$ cat config.mk
export PLATFORM = sky130hd
export DESIGN_NAME = timer_test_regs
export DESIGN_NICKNAME = d
export VERILOG_FILES = /design/src/timer_countdown.v /design/src/timer_test_regs.v
export VERILOG_INCLUDE_DIRS = /design/src
export SDC_FILE = /design/constraint.sdc
export NUM_CORES = 1
export LEC_CHECK = 0
export BUFFER_PORTS_ARGS = -buffer_cell sky130_fd_sc_hd__buf_2
export CORE_AREA = 4 4 89 175
export CTS_CLUSTER_SIZE = 24
export DETAILED_ROUTE_END_ITERATION = 10
export DIE_AREA = 0 0 93 179
export HOLD_SLACK_MARGIN = 0.05
export PLACE_DENSITY_LB_ADDON = 0.1
export REMOVE_ABC_BUFFERS = 1
export SETUP_SLACK_MARGIN = 0.02
export SLEW_MARGIN = 20
export SYNTH_ARGS = -nofsm -noshare
export SYNTH_HDL_FRONTEND = slang
export SYNTH_SLANG_ARGS = --single-unit
$ cat constraint.sdc
create_clock -name clk -period 2.5 [get_ports clk]
set_input_delay 0.375 -clock clk [delete_from_list [all_inputs] [get_ports clk]]
set_output_delay 0.375 -clock clk [all_outputs]
set_load 0.1 [all_outputs]
$ cat src/timer_test_consts.vh
// Constants for the timer and test-page register bank.
// Assumes byte-wide registers on a 6-bit register address.
`ifndef TIMER_TEST_CONSTS_VH
`define TIMER_TEST_CONSTS_VH

// ********************************************************
// Register offsets
// ********************************************************
`define ADDR_TIMER_MODE        6'h2a
`define ADDR_PRESCALE_LOW      6'h2b
`define ADDR_RELOAD_HIGH       6'h2c
`define ADDR_RELOAD_LOW        6'h2d
`define ADDR_COUNT_HIGH        6'h2e
`define ADDR_COUNT_LOW         6'h2f
`define ADDR_PAGE_SELECT       6'h30
`define ADDR_TEST_SEL_ONE      6'h31
`define ADDR_TEST_SEL_TWO      6'h32
`define ADDR_PIN_ENABLE        6'h33
`define ADDR_PIN_VALUE         6'h34
`define ADDR_TEST_BUS          6'h35
`define ADDR_SELF_TEST         6'h36
`define ADDR_VERSION           6'h37

// ********************************************************
// Reset values and masks
// ********************************************************
`define RST_TIMER_MODE         8'h00
`define RST_PRESCALE_LOW       8'h00
`define RST_RELOAD             8'h00
`define RST_PAGE_SELECT        8'h00
`define RST_TEST_SEL           8'h00
`define RST_PIN_ENABLE         8'h80
`define RST_PIN_VALUE          8'h00
`define RST_SELF_TEST          8'h40
`define MASK_PAGE_SELECT       8'h83
`define MASK_TEST_SEL_ONE      8'h3f
`define MASK_SELF_TEST         8'h4f

// ********************************************************
// Field positions and codes
// ********************************************************
`define BIT_PROTOCOL_START     7
`define BIT_RELOAD_ON_ZERO     4
`define BIT_PAGE_ENABLE        7
`define BIT_CLOCK_TO_PIN       3
`define BIT_BUS_REORDER        7
`define BIT_PRBS9              6
`define BIT_PRBS15             5
`define BIT_AUX_LINES          7
`define BIT_GPIO_ENABLE        7
`define GATE_NONE              2'h0
`define GATE_SIGNAL_IN         2'h1
`define GATE_AUX_ONE           2'h2
`define GATE_ADDR_THREE        2'h3
`define SELF_TEST_ON           4'h9
`define VERSION_CODE           8'h5a

`endif

$ cat src/timer_countdown.v
// Prescaled 16-bit countdown timer with gating and auto reload.
// Assumes gate and start inputs synchronous to clk.
`timescale 1ns/10ps
`default_nettype none

module timer_countdown
(
    input  wire        clk,
    input  wire        rst_n,
    input  wire [11:0] prescale_divisor,
    input  wire [15:0] reload_value,
    input  wire        reload_on_zero,
    input  wire        gate_open,
    input  wire        start,
    output reg  [15:0] count,
    output reg         running,
    output reg         expired_pulse
);

// ********************************************************
// Prescaler and counter
// ********************************************************
// Tick every 2*divisor+1 clocks, so frequency is clk/(2p+1)
reg  [12:0] pre_count;
wire [12:0] pre_limit = {prescale_divisor, 1'b0};
wire        tick      = (pre_count == pre_limit);

always @(posedge clk)
begin
    if (!rst_n)
    begin
        pre_count     <= 13'h0000;
        count         <= 16'h0000;
        running       <= 1'b0;
        expired_pulse <= 1'b0;
    end
    else
    begin
        expired_pulse <= 1'b0;
        if (start)
        begin
            count     <= reload_value;
            pre_count <= 13'h0000;
            running   <= 1'b1;
        end
        else if (running && gate_open)
        begin
            pre_count <= tick ? 13'h0000 : pre_count + 13'h0001;
            if (tick)
            begin
                if (count == 16'h0000)
                begin
                    expired_pulse <= 1'b1;
                    if (reload_on_zero)
                        count <= reload_value;
                    else
                        running <= 1'b0;
                end
                else
                    count <= count - 16'h0001;
            end
        end
    end
end

endmodule

`default_nettype wire

$ cat src/timer_test_regs.v
// Timer and test-page register bank with pin control.
// Assumes a host interface front end giving one-cycle read/write strobes
// with a 6-bit latched address; all inputs synchronous to clk.
`timescale 1ns/10ps
`default_nettype none
`include "timer_test_consts.vh"

module timer_test_regs
(
    input  wire        clk,
    input  wire        rst_n,
    input  wire [5:0]  host_addr,
    input  wire [1:0]  addr_pins_low,
    input  wire        addr_from_pins,
    input  wire        reg_write,
    input  wire        reg_read,
    input  wire [7:0]  write_data,
    output reg  [7:0]  read_data,
    output reg  [5:0]  reg_addr,
    input  wire        parallel_host,
    input  wire        spi_host,
    input  wire        uart_host,
    input  wire        signal_input_pin,
    input  wire        first_auxiliary_pin,
    input  wire        address_pin_three,
    input  wire        transmit_done,
    input  wire        rf_field_on,
    input  wire        initial_rf_on,
    input  wire        timer_start_now,
    input  wire        send_command,
    input  wire        self_test_command,
    input  wire        oscillator_clock,
    input  wire        uart_clock,
    input  wire        rf_clock,
    input  wire [7:0]  probe_bus_a,
    input  wire [7:0]  probe_bus_b,
    input  wire [7:0]  probe_bus_c,
    input  wire [7:0]  probe_bus_d,
    input  wire [6:0]  port_in,
    output reg  [6:0]  port_out,
    output reg  [6:0]  port_oe,
    output reg         signal_output_pin,
    output reg         secure_clock,
    output reg         serial_aux_line_one,
    output reg         serial_aux_line_two,
    input  wire        aux_line_one_value,
    input  wire        aux_line_two_value,
    output reg         timer_expired_flag,
    output reg         timer_running,
    output reg         prbs9_active,
    output reg         prbs15_active,
    output reg         self_test_run
);

// ********************************************************
// Storage
// ********************************************************
reg  [7:0] timer_mode_control;
reg  [7:0] timer_prescale_low;
reg  [7:0] timer_reload_high;
reg  [7:0] timer_reload_low;
reg  [7:0] register_page_select;
reg  [7:0] test_signal_select_one;
reg  [7:0] test_signal_select_two;
reg  [7:0] port_pin_enable;
reg  [7:0] port_pin_value;
reg  [7:0] self_test_control;

wire [1:0]  timer_gate_select     = timer_mode_control[6:5];
wire        timer_protocol_start  = timer_mode_control[`BIT_PROTOCOL_START];
wire        timer_reload_on_zero  = timer_mode_control[`BIT_RELOAD_ON_ZERO];
wire [3:0]  prescale_upper_nibble = timer_mode_control[3:0];
wire [7:0]  prescale_lower_byte   = timer_prescale_low;
wire [11:0] prescale_divisor      = {prescale_upper_nibble,
                                     prescale_lower_byte};
wire [15:0] reload_value = {timer_reload_high, timer_reload_low};
wire        page_field_enable   = register_page_select[`BIT_PAGE_ENABLE];
wire [1:0]  register_page_field = register_page_select[1:0];
wire [1:0]  secure_clock_source = test_signal_select_one[5:4];
wire        secure_clock_to_pin =
                test_signal_select_one[`BIT_CLOCK_TO_PIN];
wire [2:0]  probe_bit_select    = test_signal_select_one[2:0];
wire        probe_bus_reorder   = test_signal_select_two[`BIT_BUS_REORDER];
wire [4:0]  probe_bus_select    = test_signal_select_two[4:0];
wire        serial_aux_lines_enable = port_pin_enable[`BIT_AUX_LINES];
wire [6:0]  port_output_enables = port_pin_enable[6:0];
wire        port_gpio_enable    = port_pin_value[`BIT_GPIO_ENABLE];
wire [6:0]  port_pin_levels     = port_pin_value[6:0];

// ********************************************************
// Address formation
// ********************************************************
wire [5:0] latch_addr = addr_from_pins ?
                        {host_addr[5:2], addr_pins_low} : host_addr;
wire [5:0] next_reg_addr = page_field_enable ?
           {register_page_field, latch_addr[3:0]} :
           host_addr;

// ********************************************************
// Timer
// ********************************************************
reg gate_open;
always @*
begin
    case (timer_gate_select)
        `GATE_SIGNAL_IN:  gate_open = signal_input_pin;
        `GATE_AUX_ONE:    gate_open = first_auxiliary_pin;
        `GATE_ADDR_THREE: gate_open = address_pin_three;
        default:          gate_open = 1'b1;
    endcase
end

// Automatic start only from protocol events; a manual start always works
wire timer_start = timer_start_now ||
                   (timer_protocol_start &&
                    (transmit_done ||
                     (initial_rf_on && rf_field_on)));

wire [15:0] count;
wire        running;
wire        expired_pulse;

timer_countdown u_timer
(
    .clk              (clk),
    .rst_n            (rst_n),
    .prescale_divisor (prescale_divisor),
    .reload_value     (reload_value),   // latched on start and on auto reload at zero
    .reload_on_zero   (timer_reload_on_zero),
    .gate_open        (gate_open),
    .start            (timer_start),
    .count            (count),
    .running          (running),
    .expired_pulse    (expired_pulse)
);

// ********************************************************
// Test bus selection
// ********************************************************
reg [7:0] probe_bus;
always @*
begin
    case (probe_bus_select[1:0])
        2'h0:    probe_bus = probe_bus_a;
        2'h1:    probe_bus = probe_bus_b;
        2'h2:    probe_bus = probe_bus_c;
        default: probe_bus = probe_bus_d;
    endcase
end

// Reorder puts bus bits 6..0 on D4,D3,D2,D6,D5,D0,D1
wire [6:0] probe_on_port = probe_bus_reorder ?
           {probe_bus[3], probe_bus[2], probe_bus[6], probe_bus[5],
            probe_bus[4], probe_bus[0], probe_bus[1]} :
           probe_bus[6:0];

reg next_secure_clock;
always @*
begin
    case (secure_clock_source)
        2'h1:    next_secure_clock = oscillator_clock;
        2'h2:    next_secure_clock = uart_clock;
        2'h3:    next_secure_clock = rf_clock;
        default: next_secure_clock = 1'b0;
    endcase
end

// ********************************************************
// Parallel port drive
// ********************************************************
// SPI host limits usable pins to D0-D4; UART with aux lines keeps D5/D6 busy
wire       serial_host = spi_host || uart_host;
wire       narrow_port = spi_host ||
                         (uart_host && serial_aux_lines_enable);
wire [6:0] usable_pins = narrow_port ? 7'h1f : 7'h7f;
wire       clock_on_d1 = secure_clock_to_pin && !parallel_host;
wire       gpio_mode   = serial_host && port_gpio_enable;
reg  [6:0] next_port_out;
reg  [6:0] next_port_oe;
always @*
begin
    next_port_out = 7'h00;
    next_port_oe  = 7'h00;
    if (gpio_mode)
    begin
        next_port_out = port_pin_levels;
        next_port_oe  = port_output_enables & usable_pins;
    end
    else if (serial_host)
    begin
        next_port_out = probe_on_port;
        next_port_oe  = port_output_enables & usable_pins;
    end
    if (clock_on_d1)
    begin
        next_port_out[1] = next_secure_clock;
        next_port_oe[1]  = 1'b1;
    end
end

// ********************************************************
// Register read mux
// ********************************************************
reg [7:0] next_read_data;
always @*
begin
    case (next_reg_addr)
        `ADDR_TIMER_MODE:   next_read_data = timer_mode_control;
        `ADDR_PRESCALE_LOW: next_read_data = timer_prescale_low;
        `ADDR_RELOAD_HIGH:  next_read_data = timer_reload_high;
        `ADDR_RELOAD_LOW:   next_read_data = timer_reload_low;
        `ADDR_COUNT_HIGH:   next_read_data = count[15:8];
        `ADDR_COUNT_LOW:    next_read_data = count[7:0];
        `ADDR_PAGE_SELECT:  next_read_data = register_page_select;
        `ADDR_TEST_SEL_ONE: next_read_data = test_signal_select_one;
        `ADDR_TEST_SEL_TWO: next_read_data = test_signal_select_two;
        `ADDR_PIN_ENABLE:   next_read_data = port_pin_enable;
        `ADDR_PIN_VALUE:    next_read_data = port_gpio_enable ?
                                {1'b1, port_in} :
                                port_pin_value;
        `ADDR_TEST_BUS:     next_read_data = probe_bus;
        `ADDR_SELF_TEST:    next_read_data = self_test_control;
        `ADDR_VERSION:      next_read_data = `VERSION_CODE;
        default:            next_read_data = 8'h00;
    endcase
end

// ********************************************************
// Register writes and outputs
// ********************************************************
always @(posedge clk)
begin
    if (!rst_n)
    begin
        timer_mode_control     <= `RST_TIMER_MODE;
        timer_prescale_low     <= `RST_PRESCALE_LOW;
        timer_reload_high      <= `RST_RELOAD;
        timer_reload_low       <= `RST_RELOAD;
        register_page_select   <= `RST_PAGE_SELECT;
        test_signal_select_one <= `RST_TEST_SEL;
        test_signal_select_two <= `RST_TEST_SEL;
        port_pin_enable        <= `RST_PIN_ENABLE;
        port_pin_value         <= `RST_PIN_VALUE;
        self_test_control      <= `RST_SELF_TEST;
        read_data              <= 8'h00;
        reg_addr               <= 6'h00;
        port_out               <= 7'h00;
        port_oe                <= 7'h00;
        signal_output_pin      <= 1'b0;
        secure_clock           <= 1'b0;
        serial_aux_line_one    <= 1'b0;
        serial_aux_line_two    <= 1'b0;
        timer_expired_flag     <= 1'b0;
        timer_running          <= 1'b0;
        prbs9_active           <= 1'b0;
        prbs15_active          <= 1'b0;
        self_test_run          <= 1'b0;
    end
    else
    begin
        if (reg_write)
        begin
            case (next_reg_addr)
                `ADDR_TIMER_MODE:   timer_mode_control <= write_data;
                `ADDR_PRESCALE_LOW: timer_prescale_low <= write_data;
                `ADDR_RELOAD_HIGH:  timer_reload_high  <= write_data;
                `ADDR_RELOAD_LOW:   timer_reload_low   <= write_data;
                `ADDR_PAGE_SELECT:  register_page_select <=
                    write_data & `MASK_PAGE_SELECT;
                `ADDR_TEST_SEL_ONE: test_signal_select_one <=
                    write_data & `MASK_TEST_SEL_ONE;
                `ADDR_TEST_SEL_TWO: test_signal_select_two <= write_data;
                `ADDR_PIN_ENABLE:   port_pin_enable    <= write_data;
                `ADDR_PIN_VALUE:    port_pin_value     <= write_data;
                `ADDR_SELF_TEST:    self_test_control <=
                    write_data & `MASK_SELF_TEST;
                default:            ;
            endcase
        end
        read_data <= reg_read ? next_read_data : 8'h00;
        reg_addr  <= next_reg_addr;
        port_out  <= next_port_out;
        port_oe   <= next_port_oe;
        signal_output_pin <= probe_bus[probe_bit_select];
        secure_clock <= next_secure_clock;
        // Aux lines held low while disabled
        serial_aux_line_one <= serial_aux_lines_enable &&
                               aux_line_one_value;
        serial_aux_line_two <= serial_aux_lines_enable &&
                               aux_line_two_value;
        // One-cycle expiry pulse without auto reload is the flag event for the interrupt logic
        timer_expired_flag <= expired_pulse &&
                              !timer_reload_on_zero;
        timer_running <= running;
        // Sequence only leaves after send, so registers must be set up first
        if (send_command)
        begin
            prbs9_active  <= test_signal_select_two[`BIT_PRBS9];
            prbs15_active <= test_signal_select_two[`BIT_PRBS15];
        end
        else if (!test_signal_select_two[`BIT_PRBS9] &&
                 !test_signal_select_two[`BIT_PRBS15])
        begin
            prbs9_active  <= 1'b0;
            prbs15_active <= 1'b0;
        end
        if (self_test_command &&
            self_test_control[3:0] == `SELF_TEST_ON)
            self_test_run <= 1'b1;
        else if (self_test_control[3:0] != `SELF_TEST_ON)
            self_test_run <= 1'b0;
    end
end

endmodule

`default_nettype wire

# Word level (Yosys, flattened, before mapping)
# Cells that the tools add are included.
# Widths: inputs -> output; s select.
totals:
  ff_bits: 138
  latchBits: 0
  ram_bits: 0
  romBits: 0
  input_bits: 77
  output_inout_bits: 37
  word_cells: 136
  mem_count: 0
classes:
  add_sub_neg: 2
  n_mul: 0
  div_mod_pow: 0
  n_lt_le_gt_ge: 1
  n_eq_ne: 27
  n_shift: 0
  n_mux: 34
  n_bitwise: 4
  reduce_logical: 41
op_table:
  columns: ["op", "count"]
  rows:
  - ["$pmux 8 s14", 1]
  - ["$eq 6x6->1 const B", 14]
  - ["$mux 16", 5]
  - ["$mux 7", 6]
  - ["$pmux 8 s3", 1]
  - ["$reduce_and 2->1", 11]
  - ["$logic_not 16->1", 1]
  - ["$sub 16x1->16 const B", 1]
  - ["$mux 1", 14]
  - ["$add 13x1->13 const B", 1]
  - ["$eq 13x13->1", 1]
  - ["$mux 13", 1]
  - ["$logic_and 1x1->1", 11]
  - ["$eq 2x2->1 const B", 5]
  - ["$reduce_bool 2->1", 5]
  - ["$mux 8", 1]
  - ["$and 7x7->7", 1]
  - ["$eq 2x1->1 const B", 3]
  - ["$mux 6", 1]
  - ["$pmux 1 s3", 2]
  - ["$eq 4x4->1 const B", 1]
  - ["$logic_not 1->1", 4]
  - ["$logic_or 1x1->1", 4]
  - ["$lt 3x4->1 const B", 1]
  - ["other kinds (11)", 13]

# Depth between registers and ports, before layout
logic_depth:
  word_depth: 7
  mapped_depth: 9
  depth_no_buf: 8

# Hierarchy
# From an unflattened synthesis, not the netlist that was laid out.
unflattened:
  hier_cells: 813
  hier_area_um2: 7165.6
modules_own_cells:
  columns: ["mod", "n_inst", "cells_each", "area_per_inst_um2", "seq_area_each_um2"]
  rows:
  - ["timer_test_regs", 1, 560, 5216.3, 2142.1]
  - ["timer_countdown", 1, 253, 1949.4, 620.6]

# Worst setup path before layout
# No wires, ideal clock.
synth_timing:
  path_type: "register -> register"
  start: "register u_timer.count[0]"
  end: "register u_timer.count[12]"
  setup_time_ns: 0.092
  arrival_ns: 1.808
  t_required_ns: 2.408
  setup_slack_ns: 0.600
  path_stages_with_launch: 10
  n_path_buf: 1
  period_less_slack_ns: 1.900
  path_cell_list: "dfxtp_1 inv_1 ha_1 nor2b_1 nand4_1 or3_1 a31oi_4 buf_4 a21oi_1 o32ai_1"
synth_between:
  elab_chain_len: 5
  elab_cells_between_ends: 8
  classes_between: "add/sub: 1; eq/ne: 1; mux: 4; reduce/logical: 2"
synth_lines:
  columns: ["item", "line", "text"]
  rows:
  - ["start: declaration", "timer_countdown.v:15", "output reg [15:0] count,"]
  - ["start signal: assignment", "timer_countdown.v:42", "count <= reload_value;"]
  - ["start signal: assignment", "timer_countdown.v:55", "count <= reload_value;"]
  - ["start signal: assignment", "timer_countdown.v:60", "count <= count - 16'h0001;"]
  - ["$sub 16x1->16 / $logic_not 16->1 (equally long branches)", "timer_countdown.v:60, timer_countdown.v:51", null]
  - ["$mux 16", "timer_countdown.v:51", "if (count == 16'h0000)"]
  - ["$mux 16", "timer_countdown.v:49", "if (tick)"]
  - ["$mux 16", "timer_countdown.v:46", "else if (running && gate_open)"]
  - ["$mux 16", "timer_countdown.v:40", "if (start)"]
# Parallel ways exist; a longest one is shown, timed or not. The select of a mux whose other input is x is not followed.
# A chain may end at the register's enable or synchronous reset.

# Final worst setup path
layout_timing:
  start: "register register_page_select[7]"
  end: "register read_data[2]"
layout_between:
  elab_chain_len: 3
  elab_cells_between_ends: 16
  classes_between: "eq/ne: 14; mux: 2"
layout_lines:
  columns: ["item", "line", "text"]
  rows:
  - ["start: declaration", "timer_test_regs.v:62", "reg [7:0] register_page_select;"]
  - ["start signal: assignment", "timer_test_regs.v:239", "register_page_select <= `RST_PAGE_SELECT;"]
  - ["start signal: assignment", "timer_test_regs.v:268", "`ADDR_PAGE_SELECT: register_page_select <="]
  - ["$mux 6 *", "timer_test_regs.v:95", "wire [5:0] next_reg_addr = page_field_enable ?"]
  - ["$eq 6x6->1", "timer_test_regs.v:207", "case (next_reg_addr)"]
  - ["$pmux 8 s14 *", "timer_test_regs.v:207", null]
  - ["end signal: assignment", "timer_test_regs.v:280", "read_data <= reg_read ? next_read_data : 8'h00;"]
  - ["end: declaration", "timer_test_regs.v:18", "output reg [7:0] read_data,"]
# Mark *: on every way between the ends. The rest lies on a longest branch, timed or not.

==> flow_summary.ini <==
[grt]
overflow = 0
grt_pass1_vias = 6339
grt_pass1_wl_microns = 34100
grt.total_usage_pct = 26.9
antenna_found_initial = 0
grt_max_degree = 35

[sta]
relSlewSlack_pct = 60.3
rsz0062_at_grt = false
post-route-period-util_pct = 93.1
layout_min_cycle_time_ns = 2.33
finalClockSkew_ns = 0.00824
whs_ns = 0.195
worst-slew-pin-transition_ns = 0.591
drv_slew = 0
setup_viol = 0
hold_viol = 0
max_freq_mhz = 430

[final_layout]
multi_input_area_sq_mm = 0.00382
syn2layout_area_growth_pct = 21.6
nFillCells = 1351
regArea_sq_mm = 0.00276
n_antenna_cell = 0
nets = 967
final_util_pct = 58.3
drive_gt1_share_pct = 23.5

[cts]
cts_num_sinks = 138
cts-buffers-inserted = 17
cts_max_level = 4
cts_tree = built
cts_hold_buf = 0
cts_setup_buffers = 0
clock_path_buffers = 2
clkLatencyLatePin_ns = 0.41
clk_pin_slew_ns = 0.06
cts-resized-gates = 0
clockRootBuffer = clkbuf_16

[yosys]
ys_seq_elements = 138
yosys.cell_count.top_type = dfxtp_1
avgSynthCellArea_sq_um = 8.78
synth-async-reset-ratio_pct = 0
synth_flop_cell = dfxtp_1
syn_inst = 780
ys_warn_count = 0
netlist-cell-type-count = 64
yosys.area.top_type = dfxtp_1
netlist_top_cells_count = dfxtp_1 (138), nor2_1 (118), mux2i_1 (79)
yosys-top-cells-area = dfxtp_1 (40%), mux2i_1 (12%), nor2_1 (6.5%)
synth-edff-count = 0
seq_area_frac_synth_pct = 40.3
yosysTopAreaCellShare_pct = 40.3
syn_area_sq_mm = 0.00685

[setup_path]
cp_max_fo = 21
cpMaxStageDelayCell = a221oi_1
crit_family = compound AO/OA/AOI/OAI gates
start_kind = flop
worst-path-buf-inv = 1
crit_type = flop to flop
slowest_delay_ns = 0.53
setup.worst_path.end_class = flop
worst_ep_arrival_time_ns = 2.62
cp_data_required_time_ns = 2.79
crit_path_cell_trace = and2_1 > o21ai_1 > buf_12 > a221oi_1 > nor2_1 > a22oi_1 > a31oi_1

[flow_run]
maxCapViolCount = 0

[place]
place_congestion = 0.897
port_buffers = 113
dp.final_hpwl_microns = 16500

[detailed_routing]
drt_iter0_drc = 464
num_vias = 6431
wl_per_cell_microns = 20.1
totalWireLength_microns = 21900
detail_route.drc_violations = 0
postRouteAntennaNets = 0
drtPass1Iterations = 5
viasPerCell = 5.89

[hold_path]
hold_class = primary input to flop

[floorplan]
dieHeight_microns = 179
die_w_microns = 93
num_io_pins = 114
dieArea_sq_mm = 0.0166
rows = 62
initial_core_util_pct = 48.0
core_sq_mm = 0.0143

[pwr]
p_leak_uw = 0.00366
irDropWorstVdd_mv = 0.875
powerDensity_mw_per_mm2 = 872
power.total_uw = 7270

[run_status]
status = finished, final reports clean
==> kinds of logic after synthesis <==
logic type                 count (synthesis)  share of synthesized area, %
AOI/OAI and AO/OA                        164                          15.8
xor gates and xnor gates                  24                          3.07
adders and majority gates                  3                         0.548
buffers and inverters                     65                          3.98
DFF                                      138                          40.3
muxes                                     96                          16.0
and+or+nand+nor                          290                          20.2
==> path summary, 6_finish.rpt <==
path | slack [ns] | depth (start not counted) | from | endpoint
hold / removal | 0.19 | 2 | aux_line_two_value | serial_aux_line_two$_SDFF_PN0_
hold reg to reg | 0.43 | 2 | u_timer.expired_pulse$_SDFF_PP0_ | timer_expired_flag$_SDFF_PN0_
setup reg to reg | 0.17 | 7 | register_page_select[7]$_SDFFE_PN0P_ | read_data[2]$_SDFF_PN0_
setup / recovery | 0.17 | 7 | register_page_select[7]$_SDFFE_PN0P_ | read_data[2]$_SDFF_PN0_
==> per-stage QoR <==
| step | cells | cell area (sq um) | TNS [ns] | setup WS, ns |
|---|---|---|---|---|
| 2_1_floorplan | 723 | 6610 | -13.16 | -0.404 |
| 3_3_place_gp | 1060 | 7730 | 0 | 0.169 |
| 3_5_place_dp | 1060 | 7730 | 0 | 0.162 |
| 4_1_cts | 1091 | 8330 | 0 | 0.164 |
| 5_1_grt | 1091 | 8330 | 0 | 0.0810 |
| 6_report | 1091 | 8330 | 0 | 0.172 |
==> sequential cells by signal, indices dropped and copies added, names as in the netlist, 3 cells and up <==
register	cells
u_timer.count	16
port_pin_value	8
test_signal_select_two	8
reg_addr	6
port_oe	7
timer_reload_high	8
self_test_control	5
u_timer.pre_count	13
read_data	8
timer_mode_control	8
prescale_lower_byte	8
register_page_select	3
test_signal_select_one	6
port_out	7
timer_reload_low	8
port_pin_enable	8
==> where the power goes <==
part           internal, uW  total [uW]  switching [uW]
combinational           800        2230            1430
clock                  1570        2550             982
sequential             2320        2480             160
==> area by class of cell <==
| class | count | share of cell area, % |
|---|---|---|
| clock inverters | 13 | 2.03 |
| multi-input cells | 577 | 45.8 |
| clock buffers | 18 | 5.15 |
| flip-flops and latches | 138 | 33.2 |
| well taps | 192 | 2.88 |
| inverters | 8 | 0.361 |
| repair buffers | 145 | 10.6 |
==> cell usage in the layout (no fill, tap or decap), types with 6 or more instances in the layout <==
master / netlist / final
nand2_1: 67 / 67
or3_1: 6 / 6
and2_1: 10 / 10
and3_1: 15 / 15
a31oi_1: 13 / 13
clkbuf_16: 0 / 17
inv_1: 8 / 7
buf_4: 1 / 26
a21oi_1: 53 / 52
a21o_1: 10 / 10
mux2i_1: 79 / 79
dfxtp_1: 138 / 138
xnor2_1: 9 / 9
a221oi_1: 7 / 7
mux4_2: 10 / 10
nand3_1: 25 / 25
nor2_1: 118 / 118
buf_12: 0 / 6
o21ai_1: 13 / 13
nand4_1: 8 / 8
o21ai_0: 16 / 16
mux2_2: 7 / 7
a22oi_1: 15 / 15
nor3_1: 10 / 10
buf_2: 8 / 113
xor2_1: 15 / 15
==> routing by layer <==
layer / routed length (microns) / vias up / GRT usage (%)
met2: 11500 / 274 / 48.2
li1: - / 3011 / -
met3: 1140 / 84 / 4.70
met4: 1490 / 0 / 17.9
met1: 7820 / 3062 / 28.1
met5: 0 / - / 0
Power figures use the tool's default switching activity.
